===== src/rtl/mbs_regs.vh =====
// constants for the modbus-rtu slave frame handler
`ifndef MBS_REGS_VH
`define MBS_REGS_VH
// crc16 arithmetic
`define MBS_CRC_INIT   16'hffff
`define MBS_CRC_POLY   16'ha001
`define MBS_CRC_BITS   8
// idle gap: 3.5 character times as 7/2
`define MBS_GAP_MUL    3'h7
`define MBS_GAP_SHR    1
// addresses
`define MBS_BCAST      8'h00
`define MBS_ADDR_MIN   8'h01
`define MBS_ADDR_MAX   8'hf7
// command codes
`define MBS_FC_READ    8'h03
`define MBS_FC_WRITE   8'h06
`define MBS_EXC_FLAG   8'h80
// error codes
`define MBS_ERR_CMD    8'h01
`define MBS_ERR_ADDR   8'h02
`define MBS_ERR_DATA   8'h03
`define MBS_ERR_PROC   8'h04
// frame layout (byte index)
`define MBS_B_STN      3'h0
`define MBS_B_CMD      3'h1
`define MBS_B_AH       3'h2
`define MBS_B_AL       3'h3
`define MBS_B_NH       3'h4
`define MBS_B_NL       3'h5
`define MBS_REQ_LEN    8'h08
`define MBS_MIN_LEN    8'h04
`define MBS_BUF_LAST   8'h07
`define MBS_RSP_HDR    5'h03
`define MBS_ERR_LEN    5'h05
`define MBS_WR_LEN     5'h08
`define MBS_CRC_LEN    5'h02
// word count limits
`define MBS_MAX_WORDS  16'h000c
`define MBS_GROUP_SIZE 9'h100
// special (non-parameter) location groups
`define MBS_SP_SET     8'h10
`define MBS_SP_INIT    8'h1f
`define MBS_SP_CTRL    8'h20
`define MBS_SP_STAT    8'h30
`define MBS_SP_FAULT   8'h80
`endif


===== src/rtl/mbs_crc_byte.v =====
// one-byte crc16 update step, reflected form
`default_nettype none
module mbs_crc_byte (
    // running value
    input  wire [15:0] crc_in,
    // data byte, eight data bits only
    input  wire [7:0]  data,
    // updated value
    output reg  [15:0] crc_out
);
`include "mbs_regs.vh"
    integer i;
    // xor byte in, then shift right eight times
    always @* begin
        crc_out = crc_in ^ {8'h00, data};
        for (i = 0; i < `MBS_CRC_BITS; i = i + 1) begin
            if (crc_out[0]) begin
                crc_out = (crc_out >> 1) ^ `MBS_CRC_POLY;
            end else begin
                crc_out = crc_out >> 1;
            end
        end
    end
endmodule
`default_nettype wire


===== src/rtl/mbs_slave.v =====
// modbus-rtu slave frame handler: framing, decode, crc, reply
// Overview of operation
// - answer own station 1..247; broadcast 0 writes are carried out without reply
// - idle gap over 3.5 chars frames data
// - drive the line only while replying
// - only word read 0x03, write 0x06
// - read up to 12, within group
// - faults or failed access give error reply
// - codes 01 cmd 02 addr 03 data 04 proc
// - parameter address high byte first
// - read count high first; write has none
// - data words high byte first
// - check value low byte first
// - crc covers frame, mismatch is error
// - crc init ffff, poly a001, 8 shifts
// - only eight data bits enter crc
// - decode parameter and special locations
// - high byte group, low byte index
`default_nettype none
module mbs_slave (
    // clock and reset
    input  wire        MCLK,
    input  wire        NRST,
    // configuration
    input  wire [7:0]  STATION_ADDR,
    input  wire [15:0] CHAR_CYCLES,
    // received bytes from the uart
    input  wire [7:0]  RX_DATA,
    input  wire        RX_VALID,
    // bytes to the uart
    output reg  [7:0]  TX_DATA,
    output wire        TX_VALID,
    input  wire        TX_READY,
    input  wire        TX_IDLE,
    output wire        LINE_DRIVE,
    // parameter store access
    output wire        PAR_REQ,
    output reg         PAR_WR,
    output reg  [15:0] PAR_ADDR,
    output reg  [15:0] PAR_WDATA,
    output reg         PAR_SPECIAL,
    input  wire        PAR_ACK,
    input  wire [15:0] PAR_RDATA,
    input  wire        PAR_FAIL
);
`include "mbs_regs.vh"
    // states
    localparam S_RECV  = 3'h0; // listening for a frame
    localparam S_REQ   = 3'h1; // issue store access
    localparam S_WAIT  = 3'h2; // wait store ack
    localparam S_LOAD  = 3'h3; // fetch next reply byte
    localparam S_SEND  = 3'h4; // offer byte to uart
    localparam S_DRAIN = 3'h5; // wait for last stop bit
    reg  [2:0]  state;         // controller state
    reg  [19:0] idle_cnt;      // cycles since last received byte
    reg  [7:0]  rx_len;        // bytes in current frame, saturating
    reg  [7:0]  rx_buf [0:7];  // first request bytes
    reg  [15:0] rx_crc;        // running crc over received bytes
    reg  [15:0] word_mem [0:11]; // words read for the reply
    reg  [3:0]  word_idx;      // word being accessed
    reg  [3:0]  word_num;      // words requested
    reg  [1:0]  kind;          // reply type
    reg  [7:0]  err_code;      // code for error reply
    reg  [4:0]  tx_idx;        // reply byte position
    reg  [4:0]  tx_len;        // reply length incl crc
    reg  [15:0] tx_crc;        // running crc over sent bytes
    reg  [7:0]  next_byte;     // reply byte at tx_idx
    wire [15:0] rx_crc_nx;     // crc after received byte
    wire [15:0] tx_crc_nx;     // crc after sent byte
    localparam K_READ = 2'h0, K_WRITE = 2'h1, K_ERR = 2'h2; // reply kinds
    // gap threshold, 3.5 characters
    wire [19:0] gap_cycles = (({4'h0, CHAR_CYCLES} * `MBS_GAP_MUL)
                             >> `MBS_GAP_SHR);
    wire gap_hit = idle_cnt >= gap_cycles;
    wire frame_end = (state == S_RECV) && (rx_len != 8'h00)
                     && gap_hit && !RX_VALID;
    // request field decode
    wire [7:0]  f_stn = rx_buf[`MBS_B_STN];
    wire [7:0]  f_cmd = rx_buf[`MBS_B_CMD];
    wire [15:0] f_addr = {rx_buf[`MBS_B_AH], rx_buf[`MBS_B_AL]};
    wire [15:0] f_val = {rx_buf[`MBS_B_NH], rx_buf[`MBS_B_NL]};
    wire stn_ok = (STATION_ADDR >= `MBS_ADDR_MIN)
                  && (STATION_ADDR <= `MBS_ADDR_MAX);
    wire is_bcast = f_stn == `MBS_BCAST;
    wire is_mine = stn_ok && (f_stn == STATION_ADDR);
    wire crc_ok = rx_crc == 16'h0000;
    wire cmd_rd = f_cmd == `MBS_FC_READ;
    wire cmd_wr = f_cmd == `MBS_FC_WRITE;
    wire len_ok = rx_len == `MBS_REQ_LEN;
    wire cnt_bad = cmd_rd && ((f_val == 16'h0000)
                   || (f_val > `MBS_MAX_WORDS));
    wire [8:0] grp_end = {1'b0, f_addr[7:0]} + {1'b0, f_val[7:0]};
    wire grp_bad = cmd_rd && !cnt_bad
                   && (grp_end > `MBS_GROUP_SIZE);
    // special locations live in fixed high-byte groups
    wire is_special = (f_addr[15:8] == `MBS_SP_SET)
                      || (f_addr[15:8] == `MBS_SP_INIT)
                      || (f_addr[15:8] == `MBS_SP_CTRL)
                      || (f_addr[15:8] == `MBS_SP_STAT)
                      || (f_addr[15:8] == `MBS_SP_FAULT);
    // fault code of a complete frame, zero when clean
    reg [7:0] chk_code;
    always @* begin
        if (!crc_ok) begin
            chk_code = `MBS_ERR_PROC;
        end else if (!(cmd_rd || cmd_wr)) begin
            chk_code = `MBS_ERR_CMD;
        end else if (!len_ok || cnt_bad) begin
            chk_code = `MBS_ERR_DATA;
        end else if (grp_bad) begin
            chk_code = `MBS_ERR_ADDR;
        end else begin
            chk_code = 8'h00;
        end
    end
    // crc engines, one per direction
    mbs_crc_byte u_rx_crc (
        .crc_in  (rx_crc),
        .data    (RX_DATA),
        .crc_out (rx_crc_nx)
    );
    mbs_crc_byte u_tx_crc (
        .crc_in  (tx_crc),
        .data    (TX_DATA),
        .crc_out (tx_crc_nx)
    );
    // reply byte selection
    wire [4:0] rd_off = tx_idx - `MBS_RSP_HDR;
    always @* begin
        next_byte = 8'h00;
        if (tx_idx == tx_len - `MBS_CRC_LEN) begin
            next_byte = tx_crc[7:0];
        end else if (tx_idx == tx_len - 5'h01) begin
            next_byte = tx_crc[15:8];
        end else if (kind == K_ERR) begin
            if (tx_idx == 5'h00) begin
                next_byte = f_stn;
            end else if (tx_idx == 5'h01) begin
                next_byte = f_cmd | `MBS_EXC_FLAG;
            end else begin
                next_byte = err_code;
            end
        end else if (kind == K_WRITE) begin
            next_byte = rx_buf[tx_idx[2:0]];
        end else if (tx_idx == 5'h00) begin
            next_byte = f_stn;
        end else if (tx_idx == 5'h01) begin
            next_byte = f_cmd;
        end else if (tx_idx == 5'h02) begin
            next_byte = {3'h0, word_num, 1'b0};
        end else if (!rd_off[0]) begin
            next_byte = word_mem[rd_off[4:1]][15:8];
        end else begin
            next_byte = word_mem[rd_off[4:1]][7:0];
        end
    end
    // handshakes
    assign PAR_REQ = state == S_REQ;
    assign TX_VALID = state == S_SEND;
    // line driven only for our own reply
    assign LINE_DRIVE = (state == S_LOAD) || (state == S_SEND)
                        || (state == S_DRAIN);
    // receive buffer; no reset needed, guarded by rx_len
    always @(posedge MCLK) begin
        if (state == S_RECV && RX_VALID && rx_len < `MBS_REQ_LEN
            && (rx_len != 8'h00 || gap_hit)) begin
            rx_buf[rx_len[2:0]] <= RX_DATA;
        end
    end
    // read words gathered from the store
    always @(posedge MCLK) begin
        if (state == S_WAIT && PAR_ACK && !PAR_WR) begin
            word_mem[word_idx] <= PAR_RDATA;
        end
    end
    // main controller
    always @(posedge MCLK) begin
        if (!NRST) begin
            state       <= S_RECV;
            idle_cnt    <= 20'h00000;
            rx_len      <= 8'h00;
            rx_crc      <= `MBS_CRC_INIT;
            word_idx    <= 4'h0;
            word_num    <= 4'h0;
            kind        <= K_READ;
            err_code    <= 8'h00;
            tx_idx      <= 5'h00;
            tx_len      <= 5'h00;
            tx_crc      <= `MBS_CRC_INIT;
            TX_DATA     <= 8'h00;
            PAR_WR      <= 1'b0;
            PAR_ADDR    <= 16'h0000;
            PAR_WDATA   <= 16'h0000;
            PAR_SPECIAL <= 1'b0;
        end else begin
            // idle timer restarts on any byte and while busy
            if (RX_VALID || state != S_RECV) begin
                idle_cnt <= 20'h00000;
            end else if (!gap_hit) begin
                idle_cnt <= idle_cnt + 20'h00001;
            end
            case (state)
            S_RECV: begin
                if (frame_end) begin
                    rx_len <= 8'h00;
                    rx_crc <= `MBS_CRC_INIT;
                    word_idx <= 4'h0;
                    word_num <= f_val[3:0];
                    PAR_ADDR <= f_addr;
                    PAR_WDATA <= f_val;
                    PAR_WR <= cmd_wr;
                    PAR_SPECIAL <= is_special;
                    err_code <= chk_code;
                    tx_idx <= 5'h00;
                    tx_crc <= `MBS_CRC_INIT;
                    // short frames are noise; never answer broadcast
                    if (rx_len < `MBS_MIN_LEN) begin
                        state <= S_RECV;
                    end else if (is_bcast) begin
                        if (chk_code == 8'h00 && cmd_wr) begin
                            state <= S_REQ;
                        end
                    end else if (is_mine) begin
                        if (chk_code != 8'h00) begin
                            kind <= K_ERR;
                            tx_len <= `MBS_ERR_LEN;
                            state <= S_LOAD;
                        end else begin
                            state <= S_REQ;
                        end
                    end
                end else if (RX_VALID && (rx_len != 8'h00 || gap_hit)) begin
                    // bytes before a gap are dropped until resync
                    rx_crc <= rx_crc_nx;
                    if (rx_len != 8'hff) begin
                        rx_len <= rx_len + 8'h01;
                    end
                end
            end
            S_REQ: begin
                state <= S_WAIT;
            end
            S_WAIT: begin
                if (PAR_ACK) begin
                    if (PAR_FAIL) begin
                        kind <= K_ERR;
                        err_code <= `MBS_ERR_PROC;
                        tx_len <= `MBS_ERR_LEN;
                        state <= is_bcast ? S_RECV : S_LOAD;
                    end else if (PAR_WR) begin
                        kind <= K_WRITE;
                        tx_len <= `MBS_WR_LEN;
                        state <= is_bcast ? S_RECV : S_LOAD;
                    end else if (word_idx + 4'h1 == word_num) begin
                        kind <= K_READ;
                        tx_len <= `MBS_RSP_HDR + `MBS_CRC_LEN
                                  + {word_num, 1'b0};
                        state <= S_LOAD;
                    end else begin
                        // consecutive parameters within the group
                        word_idx <= word_idx + 4'h1;
                        PAR_ADDR <= PAR_ADDR + 16'h0001;
                        state <= S_REQ;
                    end
                end
            end
            S_LOAD: begin
                TX_DATA <= next_byte;
                state <= S_SEND;
            end
            S_SEND: begin
                if (TX_READY) begin
                    // check bytes stay out of the sum, else the high byte
                    tx_crc <= (tx_idx < tx_len - `MBS_CRC_LEN) ? tx_crc_nx
                              : tx_crc;
                    tx_idx <= tx_idx + 5'h01;
                    if (tx_idx == tx_len - 5'h01) begin
                        state <= S_DRAIN;
                    end else begin
                        state <= S_LOAD;
                    end
                end
            end
            S_DRAIN: begin
                // release the line once the uart is quiet
                if (TX_IDLE) begin
                    state <= S_RECV;
                end
            end
            default: begin
                state <= S_RECV;
            end
            endcase
        end
    end
endmodule
`default_nettype wire


===== config.mk =====
export PLATFORM = sky130hd
export DESIGN_NAME = mbs_slave
export DESIGN_NICKNAME = d
export VERILOG_FILES = /design/src/rtl/mbs_crc_byte.v /design/src/rtl/mbs_slave.v
export VERILOG_INCLUDE_DIRS = /design/src /design/src/rtl
export SDC_FILE = /design/constraint.sdc
export NUM_CORES = 1
export LEC_CHECK = 0
export BUFFER_PORTS_ARGS = -buffer_cell sky130_fd_sc_hd__buf_2
export CAP_MARGIN = 20
export CORE_ASPECT_RATIO = 0.7
export CORE_MARGIN = 5
export CORE_UTILIZATION = 40
export DETAILED_ROUTE_END_ITERATION = 16
export PLACE_DENSITY = 0.56
export SYNTH_ARGS = -nofsm -noshare
export SYNTH_HDL_FRONTEND = slang
export SYNTH_SLANG_ARGS = --single-unit

===== constraint.sdc =====
create_clock -name MCLK -period 6.5 [get_ports MCLK]
set_clock_uncertainty 0.1 [all_clocks]
set_input_delay 0.325 -clock MCLK [delete_from_list [all_inputs] [get_ports MCLK]]
set_output_delay 0.325 -clock MCLK [all_outputs]
set_load 0.03 [all_outputs]

==> flow_summary.toml <==
[global_route]
overflow = 0
grt_pass1_wl_mm = 80.1
antenna_found_initial = 0
grt.total_usage_pct = 19.3
grt_max_degree = 62
grt_pass1_vias = 13200

[synthesis]
syn_area_um2 = 19400
synth_top_area_share_pct = 39.7
synthCells = 1639
synth_largest_area_cell = "edfxtp_1"
async_flop_share_pct = 0
synth_warnings = 0
synth_cell_types = 83
synth_edf_count = 256
ys_dominant_reg_cell = "edfxtp_1"
synth.avg_cell_area_um2 = 11.8
yosysSeqAreaShare_pct = 52.9
synthTopCellsByArea = "edfxtp_1, dfxtp_1, mux4_2, ha_1, nand2_1"
postSynthNetCount = 1776
ys_ff_latch = 383

[die]
core_um2 = 47900
die_y_um = 194
die-area_um2 = 53000
start_util_pct = 40.4
row_count = 67
die_w_um = 273
io_pins = 100

[place]
port_buffers = 99
placed_area_um2 = 20600
dp_hpwl_mm = 36.6
gp_congestion = 0.880

[critical_path]
startpoint = "CHAR_CYCLES[0]"
crit_slowest_cell = "o22a_1"
worstSetupPathType = "primary input to flip-flop"
ff2ff_path_depth = 9
crit_path_frequent_cell = "o21ai_0"
required_ps = 6800
timing.rr.start = "tx_idx[0]"
crit_chain = "buf_2 > fa_1 > ha_1 > inv_1 > fa_1 > nor2b_1 > o21a_1 > o21ai_0 > a21oi_1 > a41oi_1 > a211o_1 > o21ai_0 > xor2_1 > ha_1 > and4_1 > nand4_1 > o21ai_0 > o21a_4 > o22a_1 > nor3b_1 > o21ai_0"
critPathMaxFanout = 28
cp_data_arrival_time_ps = 5760
cp-end-kind = "flip-flop"
startpoint_type = "primary input"
cpPeakStageDelay_ps = 770

[final_layout]
fin_nets = 1892
antenna_cells = 0
drive_gt1_share_pct = 15.9
fill_cells = 4348
final_common_cell = "edfxtp_1"
stdcell_area_um2 = 22200
layout_common_cells = "edfxtp_1, nand2_1, dfxtp_1"
area_growth_pct = 14.6

[clock_network]
clkSinkCount = 383
cts_made_buffers = 41
clk_latency_ps = 580
clock_path_buffers = 3
htreeDepth = 2
clk_pin_slew_ps = 70
cts_tree = "built"
cts-root-buf = "clkbuf_16"

[power_and_ir_drop]
cellLeakagePower_nw = 7.90
p_total_mw = 5.19
swShare_pct = 23.1
p_sw_mw = 1.20
cellPowerDensity_nw_per_um2 = 234
p_clk_share_pct = 44.0
pwr-share-seq_pct = 50.0
p_int_mw = 3.99
pwr-share-comb_pct = 6.0
vdd_drop_max_v = 0.000190

[detailed_routing]
ant_nets = 0
detail_route.wl_per_cell_um = 21.5
drt_iter0_drc = 1489
vias = 13800
routed_wirelength_mm = 52.4
firstDrtPassIters = 5
drc_errors = 0
vias_per_cell = 5.65

[timing]
grt_setup_unrepaired = "false"
fin_crit_sh_pct = 84.0
slew_violations = 0
worstMarginPinSlew_ps = 1110
post-route-min-period_ps = 5460
setup_viol = 0
hold_slack_ps = 26.5
hold_viol_final = 0
fin_tns_setup_ps = 0
fmax_ghz = 0.183
max_slew_margin_pct = 25.8

[hold_path]
worstHoldStart = "RX_DATA[5]"
hp-class = "primary input to flip-flop"
hold_path_depth = 1

[flow_run]
cap_viol_max_count = 0

[status]
status = "completed"
## critical path, delay by kind of cell
| family | cells | cell delay, ps |
|---|---|---|
| AO/OA/AOI/OAI | 10 | 2990 |
| XOR/XNOR | 1 | 130 |
| adder cells (fa/ha/maj) | 4 | 1400 |
| buffers and inverters | 2 | 180 |
| AND/OR/NAND/NOR | 4 | 720 |
## Yosys cell counts (31+ instances only)
library cell and instances:
a21oi_1 89, clkbuf_1 55, dfxtp_1 127, edfxtp_1 256
ha_1 65, inv_1 43, mux2i_1 31, mux4_2 59
nand2_1 155, nand3_1 39, nor2_1 112, nor3_1 35
o21ai_0 63, xnor2_1 62, xor2_1 46
## routing by layer
metal  routed length [µm]  up-vias  part of all wire, %  track usage, %
met3                 3920       47                  7.5            4.02
met4                  751        0                  1.4            4.04
met1                25700     6810                   49            30.6
met5                    0        -                    0               0
met2                22000      494                   42            27.3
li1                     -     6445                    -               -
## worst paths after layout
path                   to  slack (ps)
min reg2reg  PAR_WDATA[4]         360
max reg2reg    TX_DATA[6]        2270
min          rx_buf[1][5]          30
max             tx_crc[4]        1040
## power by group through the flow
stage | Sequential [mW] | Combinational, mW | Clock, mW
final | 2.59 | 0.312 | 2.28
after global routing | 2.59 | 0.355 | 2.44
after CTS | 2.59 | 0.315 | 2.33
after detailed placement | 2.65 | 0.303 | 0
after global placement | 2.65 | 0.297 | 0
after floorplan | 2.65 | 0.202 | 0
## cell families after synthesis
logic type                 share of synthesized area (%)
AOI/OAI and AO/OA                                   11.3
xor gates and xnor gates                            4.89
adders and majority gates                           5.96
buffers and inverters                               2.72
DFF                                                 52.9
muxes                                               8.76
and+or+nand+nor                                     13.6
## stage by stage
step                      utilization [%]  std cells  setup WS (ps)
final                                46.3       2440           1040
after global routing                 46.3       2440            623
after CTS                            46.2       2437           1070
after detailed placement             43.1       2345            518
after global placement               43.0       2344            639
after floorplan                         -       1639            791
## state kept, by name (all words and copies together) (netlist names), named ones only
name         cells
rx_crc          16
tx_idx           5
word_mem       192
TX_DATA          8
state            3
tx_crc          16
PAR_SPECIAL      1
word_idx         4
PAR_WDATA       16
rx_len           8
rx_buf          64
idle_cnt        20
tx_len           5
PAR_WR           1
kind             2
err_code         3
PAR_ADDR        16
## cell type report
cell class | count | area, µm² | share of cell area [%]
Sequential cell | 383 | 10200 | 46.1
Multi-Input combinational cell | 1128 | 8610 | 38.8
Clock buffer | 54 | 1120 | 5.03
Timing Repair Buffer | 158 | 1070 | 4.80
Tap cell | 655 | 820 | 3.69
Clock inverter | 19 | 179 | 0.806
Inverter | 43 | 161 | 0.727
## repair_timing
action,CTS,global route
hold buffers,19,0
hold endpoints to repair,187,0
buffers inserted,0,0
gates resized for setup,0,0
Power figures use the tool's default switching activity.
